<file path="config.mk">
export PLATFORM = sky130hd
export DESIGN_NAME = msi_request_mask_pending
export DESIGN_NICKNAME = d
export VERILOG_FILES = /design/src/shared/msi_pkg.sv /design/src/hw/msi_request_mask_pending.sv /design/src/hw/msi_vector_store.sv
export SDC_FILE = /design/constraint.sdc
export NUM_CORES = 2
export LEC_CHECK = 0
export BUFFER_PORTS_ARGS = -buffer_cell sky130_fd_sc_hd__buf_2
export CORE_ASPECT_RATIO = 1.2
export CORE_MARGIN = 2
export CORE_UTILIZATION = 40
export CTS_BUF_LIST = sky130_fd_sc_hd__clkbuf_8
export DETAILED_ROUTE_END_ITERATION = 7
export GPL_ROUTABILITY_DRIVEN = 0
export SYNTH_ARGS = -nofsm -noshare
export SYNTH_HDL_FRONTEND = slang
export SYNTH_SLANG_ARGS = --single-unit
export TNS_END_PERCENT = 50
</file>
<file path="constraint.sdc">
create_clock -name clk -period 3.7 [get_ports clk]
set_input_delay 0.37 -clock clk [delete_from_list [all_inputs] [get_ports clk]]
set_output_delay 0.37 -clock clk [all_outputs]
set_load 0.005 [all_outputs]
</file>
<file path="src/shared/msi_pkg.sv">
package msi_pkg;
  // =====================================================================
  // configuration space offsets (byte addresses)
  localparam logic [11:0] pci_command_offset            = 12'h004;
  localparam logic [11:0] msi_capability_control_offset = 12'h050;
  localparam logic [11:0] msi_addr_low_offset           = 12'h054;
  localparam logic [11:0] msi_addr_high_offset          = 12'h058;
  localparam logic [11:0] msi_data_offset               = 12'h05C;
  localparam logic [11:0] msi_vector_mask_offset        = 12'h060;
  localparam logic [11:0] msi_vector_pending_offset     = 12'h064;
  // =====================================================================
  // field positions
  localparam int intx_disable_bit  = 10;
  localparam int msi_enable_bit    = 16;
  localparam int mmc_lsb           = 17;
  localparam int mme_lsb           = 20;
  localparam int addr64_bit        = 23;
  localparam int vec_mask_cap_bit  = 24;
  localparam int mme_w             = 3;
  localparam logic [7:0] msi_cap_id = 8'h05;
  localparam logic [1:0] addr_align_zero = 2'h0;
  localparam logic [15:0] command_reset = 16'h0000;
  localparam logic [31:0] word_zero     = 32'h0000_0000;
  // =====================================================================
  // vectors and result codes
  localparam int vec_count = 32;
  localparam int vec_w     = 5;
  localparam logic [1:0] status_sent    = 2'h0;
  localparam logic [1:0] status_masked  = 2'h1;
  localparam logic [1:0] status_dropped = 2'h2;
  // =====================================================================
  // request sequencer states
  typedef enum logic [1:0] {
    st_idle = 2'b00,
    st_look = 2'b01,
    st_done = 2'b10
  } req_state_type;
endpackage : msi_pkg

</file>
<file path="src/hw/msi_request_mask_pending.sv">
`timescale 1ns/100ps
`default_nettype none
// What this block does
// command bit 10 set by the host blocks all legacy interrupt signalling.
// msi enable lives at bit 16 of the dword at config offset 0x050.
// the host writes message address and data, used in every message.
// vectors in use follow the multiple-message-enable field.
// an accepted unmasked request with msi on emits a memory write.
// every request is acknowledged, with code 0 when the message was sent.
// with msi off or absent the message is dropped and code 0x2 returned.
// a request on a masked vector sets its pending bit and sends nothing.
// a masked request is acknowledged with code 2'b01 and no message.
// clearing a mask with its pending bit set sends it and clears pending.
// mask bits are kept per function and vector, written by the host.
// the per-function pending word reads 1 for each suppressed vector.
// pending cleared before unmask means no message and pending reads 0.
// the host sets up legacy off, msi, address, data, count and masks first.
// the application holds request, function and vector until acknowledge.
module msi_request_mask_pending #(
  parameter int          num_funcs   = 4,
  parameter logic        cap_present = 1'b1,
  parameter logic [2:0]  mmc_cap     = 3'h5
) (
  input  wire logic                           clk,
  input  wire logic                           rstn,
  input  wire logic                           cfg_wr,
  input  wire logic                           cfg_rd,
  input  wire logic [$clog2(num_funcs)-1:0]   cfg_func,
  input  wire logic [11:0]                    cfg_addr,
  input  wire logic [31:0]                    cfg_wdata,
  output logic [31:0]                         cfg_rdata,
  output logic                                cfg_rd_valid,
  input  wire logic                           app_msi_req,
  input  wire logic [$clog2(num_funcs)-1:0]   app_msi_func,
  input  wire logic [msi_pkg::vec_w-1:0]      app_msi_num,
  output logic                                app_msi_ack,
  output logic [1:0]                          app_msi_status,
  input  wire logic                           app_intx_req,
  output logic                                intx_out,
  output logic                                msi_tlp_valid,
  output logic [63:0]                         msi_tlp_addr,
  output logic [31:0]                         msi_tlp_data,
  output logic [$clog2(num_funcs)-1:0]        msi_tlp_func
);
  import msi_pkg::*;

  localparam int func_w = $clog2(num_funcs);

  logic [15:0]       pci_command;
  logic              msi_enable;
  logic [mme_w-1:0]  mme;
  logic [63:0]       msi_addr;
  logic [31:0]       msi_data;
  req_state_type     state;
  logic [31:0]       flush [num_funcs];
  logic              rd_pend;
  logic [11:0]       rd_addr;
  logic [31:0]       app_mask;
  logic [31:0]       cfg_mask;
  logic [31:0]       cfg_pend;
  logic              flush_valid;
  logic [func_w-1:0] flush_func;
  logic [31:0]       flush_bits;
  logic              any_flush;
  logic [func_w-1:0] pick_func;
  logic [vec_w-1:0]  pick_vec;
  logic              cfg_write_mask;
  logic              cfg_write_pend;
  logic              masked_req;
  logic              look_go;

  // =====================================================================
  // helpers
  function automatic logic [vec_w-1:0] lowest_one(input logic [31:0] w);
    logic [vec_w-1:0] r;
    r = '0;
    for (int i = vec_count - 1; i >= 0; i--) begin
      if (w[i])
        r = i[vec_w-1:0];
    end
    return r;
  endfunction : lowest_one

  function automatic logic [31:0] msg_data(input logic [31:0]      d,
                                           input logic [mme_w-1:0] m,
                                           input logic [vec_w-1:0] v);
    logic [31:0] keep;
    keep = ~word_zero << m;
    return (d & keep) | ({27'h0, v} & ~keep);
  endfunction : msg_data

  function automatic logic vec_allowed(input logic [mme_w-1:0] m,
                                       input logic [vec_w-1:0] v);
    logic [31:0] lim;
    lim = 32'h1 << m;
    return {27'h0, v} < lim;
  endfunction : vec_allowed

  // =====================================================================
  // vector store
  assign cfg_write_mask = cfg_wr && cfg_addr == msi_vector_mask_offset;
  assign cfg_write_pend = cfg_wr && cfg_addr == msi_vector_pending_offset;
  assign look_go        = state == st_look && !any_flush;
  assign masked_req     = look_go && cap_present && msi_enable
                          && vec_allowed(mme, app_msi_num)
                          && app_mask[app_msi_num];

  msi_vector_store #(
    .num_funcs (num_funcs),
    .func_w    (func_w)
  ) u_store (
    .clk           (clk),
    .rstn          (rstn),
    .app_func      (app_msi_func),
    .cfg_func      (cfg_func),
    .mask_wr       (cfg_write_mask),
    .mask_wdata    (cfg_wdata),
    .pend_set      (masked_req),
    .pend_set_func (app_msi_func),
    .pend_set_vec  (app_msi_num),
    .pend_clr      (cfg_write_pend),
    .pend_clr_bits (cfg_wdata),
    .app_mask      (app_mask),
    .cfg_mask      (cfg_mask),
    .cfg_pend      (cfg_pend),
    .flush_valid   (flush_valid),
    .flush_func    (flush_func),
    .flush_bits    (flush_bits)
  );

  // =====================================================================
  // configuration writes
  always_ff @(posedge clk or negedge rstn) begin
    if (!rstn) begin
      pci_command <= command_reset;
      msi_enable  <= 1'b0;
      mme         <= '0;
      msi_addr    <= '0;
      msi_data    <= word_zero;
    end else if (cfg_wr) begin
      if (cfg_addr == pci_command_offset) begin
        pci_command <= cfg_wdata[15:0];
      end else if (cap_present
                   && cfg_addr == msi_capability_control_offset) begin
        msi_enable <= cfg_wdata[msi_enable_bit];
        mme        <= cfg_wdata[mme_lsb +: mme_w];
      end else if (cfg_addr == msi_addr_low_offset) begin
        msi_addr[31:0] <= {cfg_wdata[31:2], addr_align_zero};
      end else if (cfg_addr == msi_addr_high_offset) begin
        msi_addr[63:32] <= cfg_wdata;
      end else if (cfg_addr == msi_data_offset) begin
        msi_data <= cfg_wdata;
      end
    end
  end

  // =====================================================================
  // configuration reads, answered two edges after the request
  always_ff @(posedge clk or negedge rstn) begin
    if (!rstn) begin
      rd_pend      <= 1'b0;
      rd_addr      <= '0;
      cfg_rd_valid <= 1'b0;
      cfg_rdata    <= word_zero;
    end else begin
      rd_pend      <= cfg_rd;
      rd_addr      <= cfg_addr;
      cfg_rd_valid <= rd_pend;
      if (!rd_pend) begin
        cfg_rdata <= word_zero;
      end else if (rd_addr == pci_command_offset) begin
        cfg_rdata <= {16'h0, pci_command};
      end else if (cap_present
                   && rd_addr == msi_capability_control_offset) begin
        cfg_rdata <= {7'h0, 1'b1, 1'b1, mme, mmc_cap, msi_enable,
                      8'h00, msi_cap_id};
      end else if (rd_addr == msi_addr_low_offset) begin
        cfg_rdata <= msi_addr[31:0];
      end else if (rd_addr == msi_addr_high_offset) begin
        cfg_rdata <= msi_addr[63:32];
      end else if (rd_addr == msi_data_offset) begin
        cfg_rdata <= msi_data;
      end else if (rd_addr == msi_vector_mask_offset) begin
        cfg_rdata <= cfg_mask;
      end else if (rd_addr == msi_vector_pending_offset) begin
        cfg_rdata <= cfg_pend;
      end else begin
        cfg_rdata <= word_zero;
      end
    end
  end

  // =====================================================================
  // legacy interrupt gate
  always_ff @(posedge clk or negedge rstn) begin
    if (!rstn)
      intx_out <= 1'b0;
    else
      intx_out <= app_intx_req && !pci_command[intx_disable_bit];
  end

  // =====================================================================
  // unmask flush bookkeeping
  always_comb begin
    any_flush = 1'b0;
    pick_func = '0;
    pick_vec  = '0;
    for (int f = num_funcs - 1; f >= 0; f--) begin
      if (flush[f] != word_zero) begin
        any_flush = 1'b1;
        pick_func = f[func_w-1:0];
        pick_vec  = lowest_one(flush[f]);
      end
    end
  end

  always_ff @(posedge clk or negedge rstn) begin
    if (!rstn) begin
      for (int f = 0; f < num_funcs; f++)
        flush[f] <= word_zero;
    end else begin
      for (int f = 0; f < num_funcs; f++) begin
        logic [31:0] w;
        w = flush[f];
        if (any_flush && pick_func == f[func_w-1:0])
          w[pick_vec] = 1'b0;
        if (flush_valid && flush_func == f[func_w-1:0])
          w = w | flush_bits;
        flush[f] <= w;
      end
    end
  end

  // =====================================================================
  // request sequencer and acknowledge
  always_ff @(posedge clk or negedge rstn) begin
    if (!rstn) begin
      state          <= st_idle;
      app_msi_ack    <= 1'b0;
      app_msi_status <= status_sent;
    end else begin
      app_msi_ack <= 1'b0;
      case (state)
        st_idle: begin
          if (app_msi_req)
            state <= st_look;
        end
        st_look: begin
          if (!any_flush) begin
            state       <= st_done;
            app_msi_ack <= 1'b1;
            if (!cap_present || !msi_enable
                || !vec_allowed(mme, app_msi_num))
              app_msi_status <= status_dropped;
            else if (app_mask[app_msi_num])
              app_msi_status <= status_masked;
            else
              app_msi_status <= status_sent;
          end
        end
        st_done: begin
          state <= st_idle;
        end
        default: begin
          state <= st_idle;
        end
      endcase
    end
  end

  // =====================================================================
  // memory write message output
  always_ff @(posedge clk or negedge rstn) begin
    if (!rstn) begin
      msi_tlp_valid <= 1'b0;
      msi_tlp_addr  <= '0;
      msi_tlp_data  <= word_zero;
      msi_tlp_func  <= '0;
    end else begin
      msi_tlp_valid <= 1'b0;
      if (any_flush) begin
        msi_tlp_valid <= cap_present && msi_enable;
        msi_tlp_addr  <= msi_addr;
        msi_tlp_data  <= msg_data(msi_data, mme, pick_vec);
        msi_tlp_func  <= pick_func;
      end else if (look_go && cap_present && msi_enable
                   && vec_allowed(mme, app_msi_num)
                   && !app_mask[app_msi_num]) begin
        msi_tlp_valid <= 1'b1;
        msi_tlp_addr  <= msi_addr;
        msi_tlp_data  <= msg_data(msi_data, mme, app_msi_num);
        msi_tlp_func  <= app_msi_func;
      end
    end
  end
endmodule : msi_request_mask_pending
`default_nettype wire

</file>
<file path="src/hw/msi_vector_store.sv">
`timescale 1ns/100ps
`default_nettype none
module msi_vector_store #(
  parameter int num_funcs = 4,
  parameter int func_w    = 2
) (
  input  wire logic                 clk,
  input  wire logic                 rstn,
  input  wire logic [func_w-1:0]    app_func,
  input  wire logic [func_w-1:0]    cfg_func,
  input  wire logic                 mask_wr,
  input  wire logic [31:0]          mask_wdata,
  input  wire logic                 pend_set,
  input  wire logic [func_w-1:0]    pend_set_func,
  input  wire logic [4:0]           pend_set_vec,
  input  wire logic                 pend_clr,
  input  wire logic [31:0]          pend_clr_bits,
  output logic [31:0]               app_mask,
  output logic [31:0]               cfg_mask,
  output logic [31:0]               cfg_pend,
  output logic                      flush_valid,
  output logic [func_w-1:0]         flush_func,
  output logic [31:0]               flush_bits
);
  import msi_pkg::*;

  logic [31:0] mask_mem [num_funcs];
  logic [31:0] pend_mem [num_funcs];

  // =====================================================================
  // mask and pending words
  always_ff @(posedge clk or negedge rstn) begin
    if (!rstn) begin
      for (int f = 0; f < num_funcs; f++) begin
        mask_mem[f] <= word_zero;
        pend_mem[f] <= word_zero;
      end
    end else begin
      for (int f = 0; f < num_funcs; f++) begin
        logic [31:0] p;
        p = pend_mem[f];
        if (pend_clr && cfg_func == f[func_w-1:0])
          p = p & ~pend_clr_bits;
        if (mask_wr && cfg_func == f[func_w-1:0]) begin
          mask_mem[f] <= mask_wdata;
          p = p & mask_wdata;
        end
        if (pend_set && pend_set_func == f[func_w-1:0])
          p[pend_set_vec] = 1'b1;
        pend_mem[f] <= p;
      end
    end
  end

  // =====================================================================
  // registered reads and unmask events
  always_ff @(posedge clk or negedge rstn) begin
    if (!rstn) begin
      app_mask    <= word_zero;
      cfg_mask    <= word_zero;
      cfg_pend    <= word_zero;
      flush_valid <= 1'b0;
      flush_func  <= '0;
      flush_bits  <= word_zero;
    end else begin
      app_mask    <= mask_mem[app_func];
      cfg_mask    <= mask_mem[cfg_func];
      cfg_pend    <= pend_mem[cfg_func];
      flush_valid <= mask_wr;
      flush_func  <= cfg_func;
      flush_bits  <= pend_mem[cfg_func] & ~mask_wdata
                     & ((pend_clr) ? ~pend_clr_bits : ~word_zero);
    end
  end
endmodule : msi_vector_store
`default_nettype wire

</file>
# Word-level counts from Yosys, hierarchy flattened
# Index checks and enable logic that the tools add are counted.
word_totals:
  mem_bits_rw: 0
  out_inout_bits: 136
  elab_cells: 363
  reg_bits: 780
  latchBits: 0
  n_memories: 0
  input_bits: 59
  rom_bits: 0
classes:
  order_cmp: 7
  n_eq_ne: 29
  bitwise_logic: 37
  n_addsub: 0
  n_reduce_logical: 53
  mul: 0
  n_div: 0
  shift: 2
  mux: 199
op_table:
  columns: ["operator", "n"]
  rows:
  - ["two-way mux 32 bit", 37]
  - ["two-way mux 5 bit", 132]
  - ["bitwise AND 32 bit", 15]
  - ["OR 32 bit", 10]
  - ["binary-select mux 32 bit (select 2 bit)", 3]
  - ["equality test 12 x 7 -> 1 bit (second input constant)", 12]
  - ["two-way mux 64 bit", 2]
  - ["nonzero test 32 bit", 4]
  - ["inverter 32 bit", 3]
  - ["bitwise AND 5 x 32 -> 32 bit", 2]
  - ["< comparator 5 x 32 -> 1 bit", 1]
  - ["<< shifter 1 x 3 -> 32 bit (first input constant)", 1]
  - ["<< shifter 32 x 3 -> 32 bit (first input constant)", 1]
  - ["logical AND 1 bit", 30]
  - ["equality test 12 x 3 -> 1 bit (second input constant)", 2]
  - ["two-way mux 2 bit", 9]
  - ["equality test 2 bit (second input constant)", 8]
  - ["< comparator 5 x 6 -> 1 bit (second input constant)", 2]
  - ["two-way mux 1 bit", 12]
  - ["demux 1 bit (select 5 bit)", 2]
  - ["equality test 2 x 1 -> 1 bit (second input constant)", 5]
  - [">= comparator 5 x 1 -> 1 bit (second input constant)", 2]
  - ["logical NOT 2 bit", 5]
  - [">= comparator 3 bit (second input constant)", 2]
  - ["13 further kinds", 25]

# Logic depth before layout (Yosys ltp)
logic_depth:
  word_depth: 45
  depth_mapped: 12
  ltp_nobuf: 10

# Modules after synthesis
# A second synthesis with hierarchy kept.
hier_totals:
  cells_unflattened: 2737
  hier_area_um2: 35337.6
by_module_without_submodules:
  columns: ["mod", "area_each_um2", "seq_area_each_um2", "n_inst", "cells_each"]
  rows:
  - ["msi_request_mask_pending", 18480.2, 9784.4, 1, 1533]
  - ["msi_vector_store", 16857.4, 9684.3, 1, 1204]

# Least setup slack after synthesis
# Ideal clock, no wire load.
synth_path:
  path_kind: "register to register"
  from: "register flush[72] (netlist bit)"
  to: "register flush[69] (netlist bit)"
  arrival_time_ns: 2.946
  period_less_slack_ns: 3.067
  path_buffers: 1
  setup_time_ns: 0.121
  stages_incl_launch_ff: 10
  required_ns: 3.579
  path_slack_ns: 0.633
  cell_sequence: "dfrtp_1 > or4_4 > nor4_4 > nand2_2 > or4b_4 > a31oi_4 > o221a_2 > buf_4 > nand3b_1 > a22o_1"
synth_via:
  elab_chain_cells: 20
  word_cells_on_any_way: 28
  classes_between: "order compare: 2; eq/ne: 1; mux: 19; bitwise: 3; reduce/logical: 3"
synth_rtl:
  columns: ["item", "line_no", "source"]
  rows:
  - ["start: declaration", "msi_request_mask_pending.sv:55", "logic [31:0] flush [num_funcs];"]
  - ["start signal: indexed assignment", "msi_request_mask_pending.sv:220", "flush[f] <= word_zero;"]
  - ["start signal: indexed assignment", "msi_request_mask_pending.sv:229", "flush[f] <= w;"]
  - ["two-way mux 5 bit (9 in a row)", "msi_request_mask_pending.sv:78", "if (w[i])"]
  - ["two-way mux 5 bit (2 in a row)", "msi_request_mask_pending.sv:209", "if (flush[f] != word_zero) begin"]
  - ["< comparator 5 x 6 -> 1 bit (not written as such) or >= comparator 5 x 1 -> 1 bit (tied branches)", "msi_request_mask_pending.sv:226", "w[pick_vec] = 1'b0;"]
  - ["logical AND 1 bit (not written as such)", "msi_request_mask_pending.sv:226", null]
  - ["two-way mux 1 bit (not written as such)", "msi_request_mask_pending.sv:226", null]
  - ["demux 1 bit (select 5 bit)", "msi_request_mask_pending.sv:226", null]
  - ["inverter 32 bit (no source line)", null, null]
  - ["bitwise AND 32 bit (no source line)", null, null]
  - ["two-way mux 32 bit (*)", "msi_request_mask_pending.sv:225", "if (any_flush && pick_func == f[func_w-1:0])"]
  - ["OR 32 bit", "msi_request_mask_pending.sv:228", "w = w | flush_bits;"]
  - ["two-way mux 32 bit (*)", "msi_request_mask_pending.sv:227", "if (flush_valid && flush_func == f[func_w-1:0])"]
# Every way passes the cells marked *; elsewhere a longest branch is shown, timed or not.
# A chain may end at the register's enable or synchronous reset.

# Worst setup path in the final report
layout_path:
  from: "register flush[65] (netlist bit)"
  to: "register flush[95] (netlist bit)"
layout_via:
  elab_chain_cells: 13
  word_cells_on_any_way: 21
  classes_between: "order compare: 2; eq/ne: 1; mux: 12; bitwise: 3; reduce/logical: 3"
layout_rtl:
  columns: ["item", "line_no"]
  rows:
  - ["parallel branches: the longest is 10 deep, another holds < comparator 5 x 6 -> 1 bit", null]
  - ["two-way mux 32 bit (*)", "msi_request_mask_pending.sv:225"]
  - ["OR 32 bit", "msi_request_mask_pending.sv:228"]
  - ["two-way mux 32 bit (*)", "msi_request_mask_pending.sv:227"]
# Mark *: on every way between the ends.

==> run_results.csv <==
group,metric,value,unit
hold_path,hold_class,"input port to flip-flop",
sta,worst_pin_slew,1410,ps
floorplanning,core,86200,sq um
route,drc,0,
logic_synthesis,synth-seq-cells,778,
clocking,clk_latency,810,ps
logic_synthesis,syn_avg_cell_area,12.6,sq um
sta,period_share,90.7,%
logic_synthesis,synth.distinct_cells,74,
floorplanning,dieArea,89200,sq um
setup_path,path_max_fanout,9,
logic_synthesis,yosys_most_used_dff,"dfrtp_1",
global_route,grt_pass1_wl,168000,um
setup_path,worstPathArrival,4030,ps
global_route,gr-usage-all-layers,25.1,%
setup_path,start_kind,"flip-flop",
clocking,htreeDepth,4,
setup_path,cp.buffers_inverters,1,
run,drv_cap,0,
finish,finalNetCount,3077,
clocking,cts_tree,"done",
sta,final.setup.tns,0,ps
logic_synthesis,ys_warn_count,0,
logic_synthesis,synthArstFlopShare,100,%
floorplanning,die_width,273,um
setup_path,endpoint_kind,"flip-flop",
setup_path,path_delay_family,"simple AND/OR/NAND/NOR gates",
clocking,ctsRootBufferMaster,"clkbuf_8",
power_and_ir_drop,switching_share,26.0,%
sta,fin_skew,49.3,ps
power_and_ir_drop,p_seq_share,47.9,%
global_route,antenna_found_initial,11,
power_and_ir_drop,comb_power_share,9.5,%
logic_synthesis,syn-cell-area,34700,sq um
sta,period_needed,3360,ps
power_and_ir_drop,finalPower,18.0,mW
setup_path,crit_type,"flip-flop to flip-flop",
route,routed_wl,112000,um
finish,fin_area,40500,sq um
global_route,grt_pass1_vias,26353,
route,antenna_left,0,
finish,area_growth,16.7,%
power_and_ir_drop,vdd_ir_drop_max,367,uV
sta,rsz0062_at_grt,"false",
sta,finalSetupViolations,0,
setup_path,cp_cell_sequence,"or4_1 -> nor4_4 -> nand2_2 -> or4b_4 -> a31o_2 -> a21oi_4 -> buf_4 -> nand3b_1 -> a22o_1",
power_and_ir_drop,power_density,444,nW/um^2
sta,finalHoldViolations,0,
logic_synthesis,synth_edf_count,0,
route,vias,25593,
place,port_buffers,192,
clocking,cts_max_path_buffers,3,
setup_path,cpPeakStageDelay,620,ps
route,dr.pass1.iters,8,
clocking,clock_sinks,778,
route,wl_per_cell,26.3,um
sta,max_freq,298,MHz
global_route,grt_max_degree,107,
floorplanning,ios,195,
outcome,outcome,"complete, no violations",
clocking,path_clk_slew,60,ps
power_and_ir_drop,clockPowerShare,42.6,%
sta,slew_viol_final,0,
power_and_ir_drop,leakagePower,18.8,nW
logic_synthesis,synth_seq_area_share,56.1,%
power_and_ir_drop,power.switching,4.67,mW
sta,slew_headroom,5.97,%
global_route,overflow,0,
floorplanning,die_height,327,um
clocking,postCtsResizedCells,0,
setup_path,cpMaxStageDelayCell,"or4_1",
place,placed_area,37600,sq um
power_and_ir_drop,p_int,13.3,mW
finish,drive_gt1_share,32.2,%
route,drtIter0Drc,2495,
setup_path,required,4370,ps
floorplanning,row_count,118,
floorplanning,initial_core_util,40.3,%
logic_synthesis,synthCells,2757,
clocking,cts_buffers,131,
place,post-dp-hpwl,73700,um
route,vias_per_cell,6.03,
[Yosys cell counts (9+ instances only)]
cell type,instances,area share [%]
dfrtp_1,778,56
nor2b_1,57,1.0
a22oi_1,26,0.56
buf_1,28,0.30
clkbuf_1,178,1.9
mux4_2,104,6.7
nor4_1,45,0.81
a21oi_1,59,0.85
o311ai_0,10,0.25
mux2i_1,13,0.37
nand3_1,70,1.0
a22o_1,119,3.0
nand2_1,203,2.2
buf_2,12,0.17
nor2_1,70,0.76
inv_1,33,0.36
nand3b_1,55,1.2
and2_1,9,0.16
or4_1,15,0.32
mux2_2,351,11
nand4_1,12,0.22
o21ai_0,159,2.3
a222oi_1,10,0.29
nand2b_1,9,0.16
o31ai_1,9,0.19
a221oi_1,29,0.73
o211ai_1,137,3.0
nor3_1,24,0.35
[power by group through the flow]
stage	Combinational, mW	Clock, mW	Sequential (mW)
2_1_floorplan	0.932	0	8.75
3_3_place_gp	1.64	0	8.77
3_5_place_dp	1.66	0	8.78
4_1_cts	1.70	7.83	8.62
5_1_grt	1.82	8.27	8.62
6_report	1.71	7.67	8.63
[flip-flops by register name (all words and copies together), names as in the netlist, 3 cells and up]
register            flops
u_store.mask_mem      128
u_store.app_mask       32
msi_addr               62
u_store.pend_mem      128
u_store.cfg_mask       32
msi_tlp_data           32
pci_command            16
msi_tlp_addr           62
flush                 128
cfg_rdata              32
rd_addr                12
u_store.cfg_pend       32
msi_data               32
mme                     3
u_store.flush_bits     32
[logic make-up (layout without fill, tap and decap cells)]
kind of cell | after synthesis | count (layout) | share of synthesized area, %
DFF | 778 | 778 | 56.1
AOI/OAI and AO/OA | 629 | 629 | 12.9
and+or+nand+nor | 619 | 619 | 9.48
muxes | 468 | 468 | 18.5
buffers and inverters | 258 | 602 | 2.90
adders and majority gates | 4 | 4 | 0.144
other | 1 | 3 | 0.0108
[metrics by stage]
stage               hold slack [ps]  setup slack (ps)  cells  util (%)
global route                   44.8               179   4243      47.0
finish                         52.6               345   4243      47.0
global placement                404               232   3986      43.6
detailed placement              418               150   3986      43.6
CTS                         0.00250               372   4242      47.0
floorplan                      74.4               633   2758         -
[cells in the final DEF, fill, tap and decap left out, types with 6 or more instances in the layout]
| cell type | instances |
|---|---|
| buf_4 | 95 |
| o311ai_0 | 10 |
| buf_2 | 189 |
| inv_1 | 68 |
| nor3b_1 | 6 |
| o21ai_0 | 159 |
| a211oi_1 | 8 |
| nand4_1 | 12 |
| dfrtp_1 | 777 |
| and2_1 | 9 |
| dlygate4sd3_1 | 35 |
| nor2_1 | 63 |
| a22oi_1 | 26 |
| nand3_1 | 68 |
| a22o_1 | 119 |
| buf_12 | 27 |
| nand2b_1 | 9 |
| nand3b_1 | 55 |
| nand2_1 | 203 |
| clkinv_2 | 11 |
| a31oi_1 | 8 |
| mux4_2 | 104 |
| nor3_1 | 22 |
| o211ai_1 | 137 |
| mux2i_1 | 13 |
| clkbuf_8 | 162 |
| mux2_2 | 351 |
| or4_1 | 15 |
| a221oi_1 | 29 |
| nor2b_1 | 57 |
| nor4_1 | 43 |
| o31ai_1 | 9 |
| a222oi_1 | 10 |
| a21oi_1 | 59 |
[final timing paths]
path / to / start / cells after the start / slack (ps)
min in group asynchronous: msi_data[29] / rstn / 2 / 200
worst max register to register: flush[95] / flush[65] / 9 / 340
worst max-delay path: flush[95] / flush[65] / 9 / 340
worst min-delay path: u_store.flush_bits[21] / cfg_wdata[21] / 2 / 50
worst min register to register: state[0] / state[1] / 1 / 470
max in group asynchronous: msi_tlp_addr[45] / rstn / 3 / 2280
[final cells by class]
type                            instances  area, sq um
Clock inverter                         59          373
Timing Repair Buffer                  347         2560
Antenna cell                            1         2.50
Tap cell                             1140         1430
Clock buffer                          162         2230
Inverter                               34          128
Multi-Input combinational cell       1722        14300
Sequential cell                       778        19500
Fill cell                            7720        45700
[repair_timing]
action                                 4_1_cts  5_1_grt
endpoints found under the hold margin      110        0
buffers inserted                             0        0
hold buffers                                35        0
[metal layers]
layer	vias to the layer above	wire, um	GRT usage (%)
met5	-	100	0
met4	16	4630	11.1
met3	287	9090	6.13
met2	1196	52800	39.5
met1	13223	44900	33.1
li1	10871	-	-
(Power assumes the default switching activity.)
